## src/hdl/pfh_params.svh

```systemverilog
`ifndef PFH_PARAMS_SVH
`define PFH_PARAMS_SVH

// ****************************************
// clock and pin timing
// ****************************************
`define PFH_CLK_NS 50
`define PFH_ACC_NS 70
`define PFH_ACC_CYC ((`PFH_ACC_NS + `PFH_CLK_NS - 1) / `PFH_CLK_NS)
`define PFH_WE_NS 35
`define PFH_WE_CYC ((`PFH_WE_NS + `PFH_CLK_NS - 1) / `PFH_CLK_NS)
`define PFH_RP_NS 500
`define PFH_RP_CYC ((`PFH_RP_NS + `PFH_CLK_NS - 1) / `PFH_CLK_NS)
`define PFH_RH_NS 50
`define PFH_RH_CYC ((`PFH_RH_NS + `PFH_CLK_NS - 1) / `PFH_CLK_NS)
`define PFH_SYNC_CYC 2

// ****************************************
// pin fields and codes
// ****************************************
`define PFH_TIMEOUT_BIT 5
`define PFH_RESET_CMD 16'h00F0
`define PFH_GROUPS 24
`define PFH_ADDR_A6 6
`define PFH_ADDR_A1 1
`define PFH_ADDR_A0 0
`define PFH_ADDR_A9 9

`endif

```

## src/hdl/pfh_pkg.sv

```systemverilog
package pfh_pkg;
  // request kinds offered on the user port
  typedef enum logic [2:0] {
    PFH_OP_READ = 3'h0,
    PFH_OP_WRITE = 3'h1,
    PFH_OP_STATUS = 3'h2,
    PFH_OP_HWRESET = 3'h3,
    PFH_OP_PROTECT = 3'h4,
    PFH_OP_UNPROT = 3'h5,
    PFH_OP_IDREAD = 3'h6
  } pfh_op_e;

  typedef enum logic [7:0] {
    PFH_ST_IDLE = 8'h01,
    PFH_ST_RD = 8'h02,
    PFH_ST_RDCAP = 8'h04,
    PFH_ST_WRSET = 8'h08,
    PFH_ST_WRLOW = 8'h10,
    PFH_ST_WRHIGH = 8'h20,
    PFH_ST_RSTLOW = 8'h40,
    PFH_ST_RSTREC = 8'h80
  } pfh_state_e;
endpackage : pfh_pkg

```

## src/hdl/pfh_host.sv

```systemverilog
`timescale 1ns/100ps
`include "pfh_params.svh"
module pfh_host
  import pfh_pkg::*;
#(
  parameter int P_RP_CYC = `PFH_RP_CYC
)(
  input wire logic i_mclk,
  input wire logic i_rst,
  input wire logic i_req_valid,
  input wire logic [2:0] i_req_op,
  input wire logic [21:0] i_req_addr,
  input wire logic [15:0] i_req_wdata,
  input wire logic i_byte_mode,
  output logic o_req_ready,
  output logic o_rsp_valid,
  output logic [15:0] o_rsp_data,
  output logic o_rsp_err,
  output logic [23:0] o_prot_map,
  output logic o_ce_n,
  output logic o_oe_n,
  output logic o_we_n,
  output logic o_reset_n,
  output logic o_reset_hv,
  output logic o_id_hv,
  output logic o_byte_n,
  output logic [20:0] o_addr,
  input wire logic [15:0] i_dq,
  output logic [15:0] o_dq,
  output logic [15:0] o_dq_oe_n
);

  // ****************************************
  // group decode
  // ****************************************
  // maps address bits 20-12 to a protection group number
  function automatic logic [4:0] grp_of(input logic [8:0] a);
    logic [4:0] g;
    g = 5'h00;
    if (a[8:5] != 4'hF)
      g = {1'b0, a[8:5]};
    else if (a[4:3] != 2'h3)
      g = 5'h0F;
    else
      g = 5'(5'h10 + {2'h0, a[2:0]});
    return g;
  endfunction : grp_of

  // ****************************************
  // pin input synchroniser
  // ****************************************
  logic [15:0] dq_s1_reg;
  logic [15:0] dq_s2_reg;

  // data lines come from the flash with no clock relation
  always_ff @(posedge i_mclk or posedge i_rst)
  begin
    if (i_rst)
    begin
      dq_s1_reg <= 16'h0000;
      dq_s2_reg <= 16'h0000;
    end
    else
    begin
      dq_s1_reg <= i_dq;
      dq_s2_reg <= dq_s1_reg;
    end
  end

  // ****************************************
  // sequencer
  // ****************************************
  pfh_state_e state_reg, state_next;
  pfh_op_e op_reg, op_next;
  logic [7:0] cnt_reg, cnt_next;
  logic [4:0] grp_reg, grp_next;
  logic [23:0] prot_reg, prot_next;
  logic ready_reg, ready_next;
  logic rsp_valid_reg, rsp_valid_next;
  logic [15:0] rsp_data_reg, rsp_data_next;
  logic rsp_err_reg, rsp_err_next;
  logic ce_n_reg, ce_n_next;
  logic oe_n_reg, oe_n_next;
  logic we_n_reg, we_n_next;
  logic rst_n_reg, rst_n_next;
  logic rst_hv_reg, rst_hv_next;
  logic id_hv_reg, id_hv_next;
  logic byte_n_reg, byte_n_next;
  logic [20:0] addr_reg, addr_next;
  logic [15:0] dq_o_reg, dq_o_next;
  logic [15:0] dq_oe_n_reg, dq_oe_n_next;

  // next values for the whole pin sequence
  always_comb
  begin
    state_next = state_reg;
    op_next = op_reg;
    cnt_next = cnt_reg;
    grp_next = grp_reg;
    prot_next = prot_reg;
    ready_next = ready_reg;
    rsp_valid_next = 1'b0;
    rsp_data_next = rsp_data_reg;
    rsp_err_next = rsp_err_reg;
    ce_n_next = ce_n_reg;
    oe_n_next = oe_n_reg;
    we_n_next = we_n_reg;
    rst_n_next = rst_n_reg;
    rst_hv_next = rst_hv_reg;
    id_hv_next = id_hv_reg;
    byte_n_next = byte_n_reg;
    addr_next = addr_reg;
    dq_o_next = dq_o_reg;
    dq_oe_n_next = dq_oe_n_reg;
    unique case (state_reg)
      PFH_ST_IDLE:
      begin
        if (i_req_valid)
        begin
          ready_next = 1'b0;
          rsp_err_next = 1'b0;
          op_next = pfh_op_e'(i_req_op);
          grp_next = grp_of(i_req_addr[21:13]);
          byte_n_next = ~i_byte_mode;
          addr_next = i_req_addr[21:1];
          cnt_next = 8'h00;
          // byte mode: line 15 carries the low address bit, 8-14 left floating
          dq_o_next = {i_req_addr[0], 15'h0000};
          dq_oe_n_next = i_byte_mode ? 16'h7FFF : 16'hFFFF;
          unique case (pfh_op_e'(i_req_op))
            PFH_OP_READ, PFH_OP_STATUS, PFH_OP_IDREAD:
            begin
              // lanes 0-14 stay released while output enable is low; line 15 stays driven in byte mode
              ce_n_next = 1'b0;
              oe_n_next = 1'b0;
              id_hv_next = (pfh_op_e'(i_req_op) == PFH_OP_IDREAD);
              state_next = PFH_ST_RD;
            end
            PFH_OP_WRITE, PFH_OP_PROTECT, PFH_OP_UNPROT:
            begin
              dq_o_next[14:0] = i_req_wdata[14:0];
              if (!i_byte_mode)
                dq_o_next[15] = i_req_wdata[15];
              dq_oe_n_next = i_byte_mode ? 16'h7F00 : 16'h0000;
              if (pfh_op_e'(i_req_op) != PFH_OP_WRITE)
              begin
                addr_next[`PFH_ADDR_A6] = (pfh_op_e'(i_req_op) == PFH_OP_UNPROT);
                addr_next[`PFH_ADDR_A1] = 1'b1;
                addr_next[`PFH_ADDR_A0] = 1'b0;
                rst_hv_next = 1'b1;
              end
              // chip unprotect only once every group is protected
              if (pfh_op_e'(i_req_op) == PFH_OP_UNPROT && (&prot_reg) == 1'b0)
              begin
                // refused: no pin moves, so the elevated reset must not come up either
                rsp_err_next = 1'b1;
                rsp_valid_next = 1'b1;
                ready_next = 1'b1;
                dq_oe_n_next = 16'hFFFF;
                rst_hv_next = 1'b0;
                addr_next = addr_reg;
                dq_o_next = dq_o_reg;
                byte_n_next = byte_n_reg;
              end
              else
              begin
                ce_n_next = 1'b0;
                state_next = PFH_ST_WRSET;
              end
            end
            PFH_OP_HWRESET:
            begin
              rst_n_next = 1'b0;
              dq_oe_n_next = 16'hFFFF;
              state_next = PFH_ST_RSTLOW;
            end
            default:
            begin
              rsp_err_next = 1'b1;
              rsp_valid_next = 1'b1;
              ready_next = 1'b1;
              dq_oe_n_next = 16'hFFFF;
            end
          endcase
        end
      end
      PFH_ST_RD:
      begin
        cnt_next = 8'(cnt_reg + 8'h01);
        // access time plus the two synchroniser stages
        if (cnt_reg == 8'(`PFH_ACC_CYC + `PFH_SYNC_CYC - 1))
          state_next = PFH_ST_RDCAP;
      end
      PFH_ST_RDCAP:
      begin
        rsp_data_next = byte_n_reg ? dq_s2_reg : {8'h00, dq_s2_reg[7:0]};
        ce_n_next = 1'b1;
        oe_n_next = 1'b1;
        id_hv_next = 1'b0;
        // timeout flag on a status read: put the flash back in array read
        if (op_reg == PFH_OP_STATUS && dq_s2_reg[`PFH_TIMEOUT_BIT])
        begin
          rsp_err_next = 1'b1;
          op_next = PFH_OP_WRITE;
          ce_n_next = 1'b0;
          dq_o_next[14:0] = 15'(`PFH_RESET_CMD);
          dq_o_next[15] = byte_n_reg ? 1'b0 : dq_o_reg[15];
          dq_oe_n_next = byte_n_reg ? 16'h0000 : 16'h7F00;
          state_next = PFH_ST_WRSET;
        end
        else
        begin
          rsp_valid_next = 1'b1;
          ready_next = 1'b1;
          dq_oe_n_next = 16'hFFFF;
          state_next = PFH_ST_IDLE;
        end
      end
      PFH_ST_WRSET:
      begin
        we_n_next = 1'b0;
        cnt_next = 8'h00;
        state_next = PFH_ST_WRLOW;
      end
      PFH_ST_WRLOW:
      begin
        cnt_next = 8'(cnt_reg + 8'h01);
        if (cnt_reg == 8'(`PFH_WE_CYC - 1))
        begin
          we_n_next = 1'b1;
          state_next = PFH_ST_WRHIGH;
        end
      end
      PFH_ST_WRHIGH:
      begin
        // data held one cycle past the rising strobe
        ce_n_next = 1'b1;
        rst_hv_next = 1'b0;
        dq_oe_n_next = 16'hFFFF;
        if (op_reg == PFH_OP_PROTECT)
          prot_next[grp_reg] = 1'b1;
        if (op_reg == PFH_OP_UNPROT)
          prot_next = 24'h000000;
        rsp_valid_next = 1'b1;
        ready_next = 1'b1;
        state_next = PFH_ST_IDLE;
      end
      PFH_ST_RSTLOW:
      begin
        cnt_next = 8'(cnt_reg + 8'h01);
        if (cnt_reg == 8'(P_RP_CYC - 1))
        begin
          rst_n_next = 1'b1;
          cnt_next = 8'h00;
          state_next = PFH_ST_RSTREC;
        end
      end
      PFH_ST_RSTREC:
      begin
        cnt_next = 8'(cnt_reg + 8'h01);
        // flash is back in array read, no command needed
        if (cnt_reg == 8'(`PFH_RH_CYC - 1))
        begin
          rsp_valid_next = 1'b1;
          ready_next = 1'b1;
          state_next = PFH_ST_IDLE;
        end
      end
      default:
      begin
        state_next = PFH_ST_IDLE;
        ready_next = 1'b1;
      end
    endcase
  end

  // registers only; pins idle deselected with lanes released
  always_ff @(posedge i_mclk or posedge i_rst)
  begin
    if (i_rst)
    begin
      state_reg <= PFH_ST_IDLE;
      op_reg <= PFH_OP_READ;
      cnt_reg <= 8'h00;
      grp_reg <= 5'h00;
      prot_reg <= 24'h000000;
      ready_reg <= 1'b1;
      rsp_valid_reg <= 1'b0;
      rsp_data_reg <= 16'h0000;
      rsp_err_reg <= 1'b0;
      ce_n_reg <= 1'b1;
      oe_n_reg <= 1'b1;
      we_n_reg <= 1'b1;
      rst_n_reg <= 1'b1;
      rst_hv_reg <= 1'b0;
      id_hv_reg <= 1'b0;
      byte_n_reg <= 1'b1;
      addr_reg <= 21'h000000;
      dq_o_reg <= 16'h0000;
      dq_oe_n_reg <= 16'hFFFF;
    end
    else
    begin
      state_reg <= state_next;
      op_reg <= op_next;
      cnt_reg <= cnt_next;
      grp_reg <= grp_next;
      prot_reg <= prot_next;
      ready_reg <= ready_next;
      rsp_valid_reg <= rsp_valid_next;
      rsp_data_reg <= rsp_data_next;
      rsp_err_reg <= rsp_err_next;
      ce_n_reg <= ce_n_next;
      oe_n_reg <= oe_n_next;
      we_n_reg <= we_n_next;
      rst_n_reg <= rst_n_next;
      rst_hv_reg <= rst_hv_next;
      id_hv_reg <= id_hv_next;
      byte_n_reg <= byte_n_next;
      addr_reg <= addr_next;
      dq_o_reg <= dq_o_next;
      dq_oe_n_reg <= dq_oe_n_next;
    end
  end

  // ****************************************
  // outputs
  // ****************************************
  assign o_req_ready = ready_reg;
  assign o_rsp_valid = rsp_valid_reg;
  assign o_rsp_data = rsp_data_reg;
  assign o_rsp_err = rsp_err_reg;
  assign o_prot_map = prot_reg;
  assign o_ce_n = ce_n_reg;
  assign o_oe_n = oe_n_reg;
  assign o_we_n = we_n_reg;
  assign o_reset_n = rst_n_reg;
  assign o_reset_hv = rst_hv_reg;
  assign o_id_hv = id_hv_reg;
  assign o_byte_n = byte_n_reg;
  assign o_addr = addr_reg;
  assign o_dq = dq_o_reg;
  assign o_dq_oe_n = dq_oe_n_reg;
endmodule : pfh_host

```

## config.mk

```make
export PLATFORM = sky130hd
export DESIGN_NAME = pfh_host
export DESIGN_NICKNAME = d
export VERILOG_FILES = /design/src/hdl/pfh_pkg.sv /design/src/hdl/pfh_host.sv
export VERILOG_INCLUDE_DIRS = /design/src /design/src/hdl
export SDC_FILE = /design/constraint.sdc
export NUM_CORES = 1
export LEC_CHECK = 0
export ABC_AREA = 0
export BUFFER_PORTS_ARGS = -buffer_cell sky130_fd_sc_hd__buf_2
export CORE_MARGIN = 2
export CORE_UTILIZATION = 47
export CTS_BUF_LIST = sky130_fd_sc_hd__clkbuf_16
export DETAILED_ROUTE_END_ITERATION = 12
export GPL_ROUTABILITY_DRIVEN = 0
export HOLD_SLACK_MARGIN = 0.12
export PLACE_DENSITY = 0.75
export SLEW_MARGIN = 20
export SYNTH_ARGS = -nofsm -noshare
export SYNTH_HDL_FRONTEND = slang
export SYNTH_SLANG_ARGS = --single-unit
```

## constraint.sdc

```tcl
create_clock -name i_mclk -period 4.05 [get_ports i_mclk]
set_input_delay 0.2025 -clock i_mclk [delete_from_list [all_inputs] [get_ports i_mclk]]
set_output_delay 0.2025 -clock i_mclk [all_outputs]
set_load 0.05 [all_outputs]
```

Word-level counts from Yosys, hierarchy flattened. Index checks and enable logic that the tools add are counted.

Flip-flop bits (word level): 159. Input bits: 61. Output and inout bits: 103.

Add/subtract/negate cells: 2. Magnitude comparators: 2. Eq/ne operators: 38. Multiplexer cells: 75. Bitwise operators: 4. Reductions and logical operators: 33.

Operators by type and width (count): $mux 16 (9); $mux 8 (8); $pmux 16 s2 (2); $pmux 8 s7 (1); $mux 24 (2); $pmux 16 s3 (1); $mux 21 (2); $pmux 8 s4 (1); $mux 15 (2); $mux 1 (27); $or 24x24->24 (1); $pmux 8 s3 (1); $reduce_and 24->1 (1); $ne 2x2->1 const B (10); $reduce_and 4->1 (5); $eq 8x2->1 const B (2); $eq 8x4->1 const B (2); $pmux 1 s2 (8); $eq 3x3->1 const B (5); $mux 5 (2); $reduce_and 2->1 (5); $reduce_bool 2->1 (5); $eq 3x2->1 const B (3); $reduce_and 3->1 (3); other kinds (33) (46).

Logic depth before layout (Yosys ltp). Gate-level depths: netlist (run 1).

Depth after elaboration: 7. Gate-level depth with buffers: 8.

Least setup slack after synthesis (run 1). OpenSTA, ideal clock, no wires.

Kind: register to register. Start point: register prot_reg[14], in the netlist o_prot_map[14]. End point: register addr_reg[10], in the netlist o_addr[10]. Setup time: 125 ps. Arrival time: 2440 ps. Data required time: 3925 ps. Slack: 1485 ps. Stages on the path, launching flop included: 7. Buffers on the path: 1. Period minus slack after synthesis: 2565 ps. Cells stage by stage: dfrtp_1 -> nand4_1 -> nor4_1 -> a21oi_1 -> nor2_2 -> buf_4 -> mux2_2.

Cells in the longest elaborated chain, start to end: 5.

RTL lines: start, declared (RTL line pfh_host.sv:77) `logic [23:0] prot_reg, prot_next;`; start signal, assigned (RTL line pfh_host.sv:308) `prot_reg <= prot_next;`; $reduce_and 24->1 (RTL line pfh_host.sv:153) `if (pfh_op_e'(i_req_op) == PFH_OP_UNPROT && (&prot_reg) == 1'b0)`; $not 1->1 (RTL line pfh_host.sv:153); $logic_and 1x1->1 (RTL line pfh_host.sv:153); $ne 2x2->1 (no line); $reduce_and 3->1 (no line); end signal, assigned (RTL line pfh_host.sv:320) `addr_reg <= addr_next;`; end, declared (RTL line pfh_host.sv:89) `logic [20:0] addr_reg, addr_next;`.

Every way passes these cells. A chain may end at the register's enable or synchronous reset.

Worst setup path after layout (run 1).
Start point: register prot_reg[15], in the netlist o_prot_map[15]. End point: register addr_reg[8], in the netlist o_addr[8].

Same word-level chain as after synthesis.

==> results.md, run 1 <==
Synth:
- The cell type with the highest aggregate area in the netlist is dfrtp_1.
- The per-instance average area after synthesis is between 10 and 15 um^2.
- The number of different library cells used by synthesis comes to 61.
- By count the netlist is led by 136 x dfrtp_1, 72 x nand2_1, 55 x nor2_1, 32 x a21oi_1, 27 x o21ai_0.
- The number of synthesized register bits is 146.
- The most frequent cell after synthesis is dfrtp_1.
- In this run, synthesis inferred 0 flip-flops with an integrated enable.
- The fraction of registers with async set/reset is 1.00.
- The sequential area share after synthesis is 0.600.
- The cell area that synthesis handed to floorplanning was 6110 um^2.
- During synthesis, Yosys emitted a total of 0 warnings.
- The number of nets in the synthesized netlist is 626.
- In the post-synthesis netlist, the biggest area contributors are dfrtp_1 56%, nand2_1 4.4%, dfstp_2 4.3%.
- The share of synthesized area in the top cell type comes to 0.557.
- The gate count after technology mapping is 562.
- For this run, the leading register cell type out of synthesis is dfrtp_1.

Clock tree:
- The cell chosen for the clock root is clkbuf_16.
- The clock slew seen by the registers of the worst setup and hold paths is 0.06 ns.
- The clock sink count is 146.
- The clock tree buffer depth is 2.
- Buffers added to address setup during post-CTS repair amount to 0.
- The total number of H-tree levels is 4.
- The total CTS buffers is 17.
- At the later pin of the worst-skew pair, clock insertion delay measures 0.42 ns.
- The TritonCTS clock tree is yes.

Worst setup path:
- The number of buffers and inverters on the critical path is 0.
- The critical path goes through nand4_1 > nor4_1 > a21oi_1 > nor2_2 > mux2_2.
- The required time of the worst setup path is roughly 4.4 ns.
- Counting cells, the worst reg-to-reg path comes to 5.
- The biggest cell delay along the critical path is 0.85 ns.
- The category of the worst setup path capture point is a flop.
- The critical path depth in cells is 5.
- Among cell families on the critical path, the largest total delay comes from simple AND/OR/NAND/NOR gates.
- The slowest library cell on the worst path is nor2_2.
- For the worst setup path, the data arrival time is 3.30 ns.
- The launching element type of the critical path is a flop.
- Of all nets on the critical path, the largest fanout is 19.
- For flop-to-flop paths, the worst setup slack is 1.06 ns.
- The worst setup path category is reg -> reg.

Cells and area:
- The number of antenna cells inserted is 0.
- The number of inserted filler cells in the final layout is a little under 1k.
- The register with the most flip-flops in the layout has 24 of them.
- The layout overhead on the synthesized area is 33.5%.
- The layout net count is 834.
- Of the cells placed in the final design, the portion with a size suffix greater than 1 is 0.304.

Global routing:
- The via count of the first global-routing pass is 5343.
- In the global route stage, overall resource usage came out at 0.248.
- The first global-routing pass estimated 27.2 mm of wire.
- The number of antenna violations at the first check in global routing is 0.
- The largest net degree at the start of global routing is 76.
- Summed over all layers, the global routing overflow is 0.

Route:
- The detailed router finished its first iteration with 400 violations.
- The routed via count divided by cell count is between 5 and 6.
- The pre-antenna-repair detailed-routing pass consisted of 5 iterations.
- The total via count after detailed routing is 5308.
- The total DRC errors in the routed layout is 0.
- The post-detailed-route wirelength per cell is 17.4 um.
- The total wire length is 16.6 mm.
- The number of nets with antenna violations after detailed routing is 0.

Timing:
- The final-layout worst hold slack is 0.120 ns.
- The post-route setup TNS is 0 ns.
- Across all setup checks in the final design, the least slack found is around 1.1 ns.
- The number of max-slew violations in the final report is 0.
- Setup violations remaining at the end of the flow were counted as 0.
- The hold violation count in the final report is 0.
- Setup repair after global routing left no endpoint under its margin.
- The transition at the pin with the smallest max-transition slack is 0.980 ns.
- The minimum period implied by the final worst setup slack is approximately 3.0 ns.
- The share of the clock period used by the worst path is 0.739.
- The maximum operating frequency is 334 MHz.
- Clock skew on the completed layout was measured at 0.00613 ns.
- Headroom to the max-slew limit came out at 0.346.

Floorplan:
- The vertical extent of the die is between 100 and 150 um.
- Row generation in the floorplan step produced 41 rows.
- The area of the core is 12700 um^2.
- The I/O pin count is 164.
- The die is ~120 um wide.
- The initial utilization of the core area, before any placement, comes to 0.482.
- The die covers 13900 um^2.

Place:
- The worst setup slack before clock tree synthesis is between 1 and 1.5 ns.
- The quantity of I/O buffers inserted on ports is 163.
- The detailed placement HPWL is 11.0 mm.

Power and ir drop:
- IR analysis of the VDD net gives a maximum drop of between 0.4 and 0.5 mV.
- The leakage power is 3.97 nW.
- Dividing total power by cell area gives a power density of approximately 840 nW/um^2.

Flow run:
- Max-cap violations in this run came to 0.

Worst hold path:
- The worst hold path class is in -> reg.
- The worst hold path was traced through 3 stages.

Run status:
- The run finished with clean final reports.
==> repair_timing <==
action	4_1_cts	5_1_grt
endpoints found under the hold margin	85	0
hold buffers	58	0
gates resized for setup	0	0
==> layer usage <==
| layer | vias up | global-route usage | share of wire |
|---|---|---|---|
| met1 | 2638 | 0.308 | 0.41 |
| met3 | 41 | 0.0746 | 0.073 |
| li1 | 2402 | - | - |
| met4 | 0 | 0.110 | 0.031 |
| met5 | - | 0 | 0 |
| met2 | 227 | 0.402 | 0.49 |
==> stage by stage <==
step                      power, mW  cell area [um^2]  cells   util
after floorplan                4.61              6110    562      -
after global placement         5.15              6990    865  0.552
after detailed placement       5.25              6990    865  0.552
after CTS                      6.85              8150    955  0.643
after global routing           7.19              8160    955  0.644
final                          6.85              8160    955  0.644
==> final timing paths <==
path                                                 start                         to
worst max-delay path            o_prot_map[15]$_DFFE_PP0P_      o_addr[8]$_DFFE_PP0P_
worst min-delay path                         i_req_addr[0]       o_dq[15]$_DFFE_PP0P_
worst max register to register  o_prot_map[15]$_DFFE_PP0P_      o_addr[8]$_DFFE_PP0P_
worst min register to register      dq_s1_reg[2]$_DFF_PP0_     dq_s2_reg[2]$_DFF_PP0_
max in group asynchronous                            i_rst         o_oe_n$_DFFE_PP1P_
min in group asynchronous                            i_rst  o_rsp_data[9]$_DFFE_PP0P_
==> report_power, final <==
| part | internal (mW) | switching, mW | leakage (nW) |
|---|---|---|---|
| sequential | 1.88 | 0.314 | 1.84 |
| clock | 0.950 | 0.588 | 0.291 |
| combinational | 0.847 | 2.28 | 1.84 |
| total | 3.67 | 3.18 | 3.97 |
==> cells by family after synthesis <==
family | share of synthesized area
and+or+nand+nor | 0.182
DFF | 0.600
muxes | 0.0381
AOI/OAI and AO/OA | 0.122
xor gates and xnor gates | 0.00717
buffers and inverters | 0.0446
adders and majority gates | 0.00614
==> cell type report <==
class / instances / area [um^2] / share of cell area
multi-input cells: 363 / 2180 / 0.267
inverters: 14 / 56.3 / 0.00690
well taps: 172 / 215 / 0.0264
clock inverters: 15 / 150 / 0.0184
flip-flops and latches: 146 / 3670 / 0.450
clock buffers: 17 / 425 / 0.0522
repair buffers: 228 / 1460 / 0.179
==> worst register-to-register path, stage by stage, from the launching register on <==
cell and delay, ns:
dfrtp_1 0.37, nand4_1 0.12, nor4_1 0.76, a21oi_1 0.34
nor2_2 0.85, mux2_2 0.43
==> cell usage in the layout, fill, tap and decap left out, types with 3 or more instances in the layout <==
cell type / count
buf_2: 163
dfrtp_1: 136
nand2_1: 72
dlygate4sd3_1: 58
nor2_1: 55
a21oi_1: 32
o21ai_0: 27
nand3_1: 21
o31ai_1: 19
mux2_2: 18
clkbuf_16: 17
nor3_1: 16
inv_1: 15
nand4_1: 10
dfstp_2: 10
nor3b_1: 7
buf_4: 6
and4_1: 5
a31oi_1: 5
clkinv_2: 5
o211ai_1: 4
nand4b_1: 4
nor4_1: 3
nor2b_1: 3
and3_1: 3
or4_1: 3
a211oi_1: 3
xnor2_1: 3
and3b_1: 3
o21a_1: 3
mux2i_1: 3
a22o_1: 3
or3_1: 3
ha_1: 3
bufinv_16: 3
clkinv_1: 3
No activity file was read; power rests on OpenSTA's default activity.
==> run 2: changes to the inputs <==
- ABC_AREA: 0 -> 1
- CORE_UTILIZATION: 47 -> 48
- PLACE_DENSITY: 0.75 -> 0.76
- clock period: 4.05 -> 2.59 ns (I/O delays scaled with it)
==> results.md, run 2 <==
Cells and area:
- The final core utilization is 0.648 (was 0.644).
- The most frequent standard cell in the layout excluding fill and tap cells is nand2_1 (was buf_2).
- The number of inserted filler cells in the final layout is 1096 (was 978).
- The layout net count came to 974 (was 834).
- The share of layout cells above drive strength 1 was 0.283 (was 0.304).
- Commonest cells after routing, fill and taps aside: 208 x nand2_1, 163 x buf_2, 136 x dfrtp_1, 72 x inv_1, 59 x dlygate4sd3_1 (was 163 x buf_2, 136 x dfrtp_1, 72 x nand2_1, 58 x dlygate4sd3_1, 55 x nor2_1).
- The register area is 3670 um^2 (unchanged).
- The area of all placed cells without fillers is 8510 um^2 (was 8160 um^2).
- The layout overhead on the synthesized area was 32.9% (was 33.5%).
- The flip-flop count of the largest register after layout is 24 (unchanged).
- The area taken by multi-input logic gates came to 2240 um^2 (was 2180 um^2).
- The number of antenna cells inserted is 0 (unchanged).

Place:
- The worst setup slack before clock tree synthesis was 0.588 ns (was 1.05 ns).
- The quantity of I/O buffers inserted on ports is 163 (unchanged).
- The detailed placement HPWL came to 10.6 mm (was 11.0 mm).
- The post-detailed-placement cell area is 7290 um^2 (was 6990 um^2).

Clock tree:
- The clock tree buffer depth is 2 (unchanged).
- The clock sink count is 146 (unchanged).
- The TritonCTS clock tree is yes (unchanged).
- The clock slew seen by the registers of the worst setup and hold paths is 0.06 ns (about the same).
- The clock network latency to the later pin of the worst-skew pair is 0.42 ns (about the same).
- The total CTS buffers is 17 (unchanged).
- The number of cells upsized or downsized after cts came to 0 (unchanged).
- The total number of H-tree levels came to 4 (unchanged).
- The post-CTS setup buffer count is 0 (unchanged).
- The cell chosen for the clock root is clkbuf_16 (unchanged).

Route:
- The total via count after detailed routing was 5388 (was 5308).
- The total wire length was 15.4 mm (was 16.6 mm).
- The initial detailed-routing violation count is 301 (was 400).
- The first-pass detailed-route iteration total is 7 (was 5).
- The total DRC errors in the routed layout is 0 (unchanged).
- The routed via count divided by cell count is 4.90 (was 5.56).
- The number of nets with antenna violations after detailed routing was 0 (unchanged).
- The post-detailed-route wirelength per cell is 14.0 um (was 17.4 um).

Timing:
- The final count of negative-setup-slack endpoints was 0 (unchanged).
- The maximum operating frequency is 493 MHz (was 334 MHz).
- The minimum period implied by the final worst setup slack is 2.03 ns (was 2.99 ns).
- The post-route setup TNS is 0 ns (unchanged).
- The transition at the pin with the smallest max-transition slack came to 0.724 ns (was 0.980 ns).
- The final critical-path setup slack is 0.560 ns (was 1.06 ns).
- The worst clock skew was 0.00620 ns (was 0.00613 ns).
- Setup repair after global routing missed its margin: no (unchanged).
- The headroom to the max-slew limit is 0.512 (was 0.346).
- The share of the clock period used by the worst path is 0.784 (was 0.739).
- The number of max-slew violations in the final report was 0 (unchanged).
- The hold violation count in the final report is 0 (unchanged).

Worst setup path:
- The required time of the worst setup path is 2.93 ns (was 4.35 ns).
- The launching element type of the critical path is a flop (unchanged).
- The largest driver fanout on the critical path is 33 (was 19).
- The critical path arrival was 2.37 ns (was 3.30 ns).
- The category of the worst setup path capture point is a flop (unchanged).
- The worst setup path category is reg -> reg (unchanged).
- The register-to-register setup slack is 0.56 ns (was 1.06 ns).

Synth:
- The cell type with the highest aggregate area in the netlist is dfrtp_1 (unchanged).
- The number of nets in the synthesized netlist came to 759 (was 626).
- The count of cell types in the netlist is 39 (was 61).
- The sequential area share after synthesis is 0.573 (was 0.600).
- The area share of the largest cell type after synthesis is 0.532 (was 0.557).
- Ranking of synthesized cells by instance count: 208 x nand2_1, 136 x dfrtp_1, 73 x inv_1, 43 x nand3_1, 42 x nor2_1 (was 136 x dfrtp_1, 72 x nand2_1, 55 x nor2_1, 32 x a21oi_1, 27 x o21ai_0).
- The per-instance average area after synthesis is 9.21 um^2 (was 10.9 um^2).
- The count of synthesis-stage warnings from yosys is 0 (unchanged).
- The most frequent cell after synthesis was nand2_1 (was dfrtp_1).
- The gate count after technology mapping is 695 (was 562).
- The number of synthesized register bits is 146 (unchanged).
- The predominant post-synthesis flop cell is dfrtp_1 (unchanged).
- Largest cells by area after synthesis: dfrtp_1 53%, nand2_1 12%, inv_1 4.3% (was dfrtp_1 56%, nand2_1 4.4%, dfstp_2 4.3%).
- The fraction of registers with async set/reset is 1.00 (unchanged).
- The number of synthesized flops with an enable pin is 0 (unchanged).
- The total standard cell area after synthesis came to 6400 um^2 (was 6110 um^2).

Floorplan:
- The vertical extent of the die came to 119 um (was 118 um).
- The initial cell density of the core came to 0.487 (was 0.482).
- The area of the core is 13100 um^2 (was 12700 um^2).
- The floorplan die area came to 14300 um^2 (was 13900 um^2).
- The I/O pin count is 164 (unchanged).
- The chip width is 119 um (was 118 um).
- The number of standard-cell rows in the floorplan came to 42 (was 41).

Global routing:
- The peak-usage layer in the global routing report is met2 (unchanged).
- The via count of the first global-routing pass was 5337 (was 5343).
- The fraction of met3 tracks used by global routing came to 0.0504 (was 0.0746).
- The total routing resource utilization after global routing is 0.224 (was 0.248).
- The wire length of the first global-routing pass was 25.2 mm (was 27.2 mm).
- The largest net degree at the start of global routing came to 98 (was 76).
- The number of antenna violations at the first check in global routing was 0 (unchanged).
- The met1 capacity usage during global routing was 0.276 (was 0.308).
- The residual overflow from global routing is 0 (unchanged).
- The met2 track utilization from global routing is 0.384 (was 0.402).

Flow run:
- The max capacitance violation total is 0 (unchanged).

Run status:
- Outcome: finished, final reports clean (unchanged).

Power and ir drop:
- The power density over the cells is 1210 nW/um^2 (was 841 nW/um^2).
- The worst vdd rail ir drop is 0.750 mV (was 0.447 mV).
- The leakage power is 4.31 nW (was 3.97 nW).

Worst hold path:
- The worst hold path class was in -> reg (unchanged).
run 2: routing by layer:
layer / wire, um / part of all wire
met1: 6530 / 0.42
met2: 7860 / 0.51
met4: 352 / 0.023
met3: 699 / 0.045
met5: 0 / 0
run 2: what timing repair did:
| action | 4_1_cts | 5_1_grt |
|---|---|---|
| endpoints found under the hold margin | 202 | 0 |
| hold buffers | 59 | 0 |
| endpoints found under the setup margin | 0 | 0 |
run 2: cell type report:
cell class | instances | share of cell area
flip-flops and latches | 146 | 0.431
well taps | 176 | 0.0259
repair buffers | 227 | 0.173
inverters | 74 | 0.0334
multi-input cells | 444 | 0.263
clock buffers | 17 | 0.0500
clock inverters | 15 | 0.0244
run 2: power by group:
| part | leakage [nW] | switching [mW] | internal (mW) | total, mW |
|---|---|---|---|---|
| sequential | 1.85 | 0.409 | 2.89 | 3.30 |
| clock | 0.303 | 0.968 | 1.62 | 2.59 |
| combinational | 2.15 | 3.37 | 1.07 | 4.44 |
run 2: critical path, stage by stage (launching register included):
cell and delay [ns]:
dfstp_2 0.55, inv_1 0.05, nand2_1 0.05, nor2_1 0.06, nand2_4 0.30, inv_1 0.34
nor2_1 0.24, nand2_1 0.12, o21ai_0 0.17, nor2_1 0.07
run 2: final timing paths:
kind,to,depth (start not counted),startpoint
min,o_dq[15]$_DFFE_PP0P_,3,i_req_wdata[15]
min reg2reg,dq_s2_reg[4]$_DFF_PP0_,0,dq_s1_reg[4]$_DFF_PP0_
max in group asynchronous,o_dq_oe_n[15]$_DFFE_PP1P_,4,i_rst
max,o_dq_oe_n[15]$_DFFE_PP1P_,9,state_reg[0]$_DFFE_PP1P_
min in group asynchronous,o_prot_map[12]$_DFFE_PP0P_,4,i_rst
max reg2reg,o_dq_oe_n[15]$_DFFE_PP1P_,9,state_reg[0]$_DFFE_PP1P_
run 2: cell families (layout without fill, tap and decap cells):
kind of cell	Yosys count	after routing	share of synthesized area
simple gates	342	342	0.248
flops	146	146	0.573
buf+inv	105	333	0.0776
compound gates	95	95	0.0907
xor+xnor	4	4	0.00547
fa+ha+maj	3	3	0.00586
run 2: stage by stage:
step	hold slack [ns]	instances	power [mW]
3_3_place_gp	0.238	1008	7.61
4_1_cts	0.128	1099	10.4
5_1_grt	0.204	1099	10.9
6_report	0.126	1099	10.3
2_1_floorplan	0.161	695	6.90
3_5_place_dp	0.239	1008	7.68
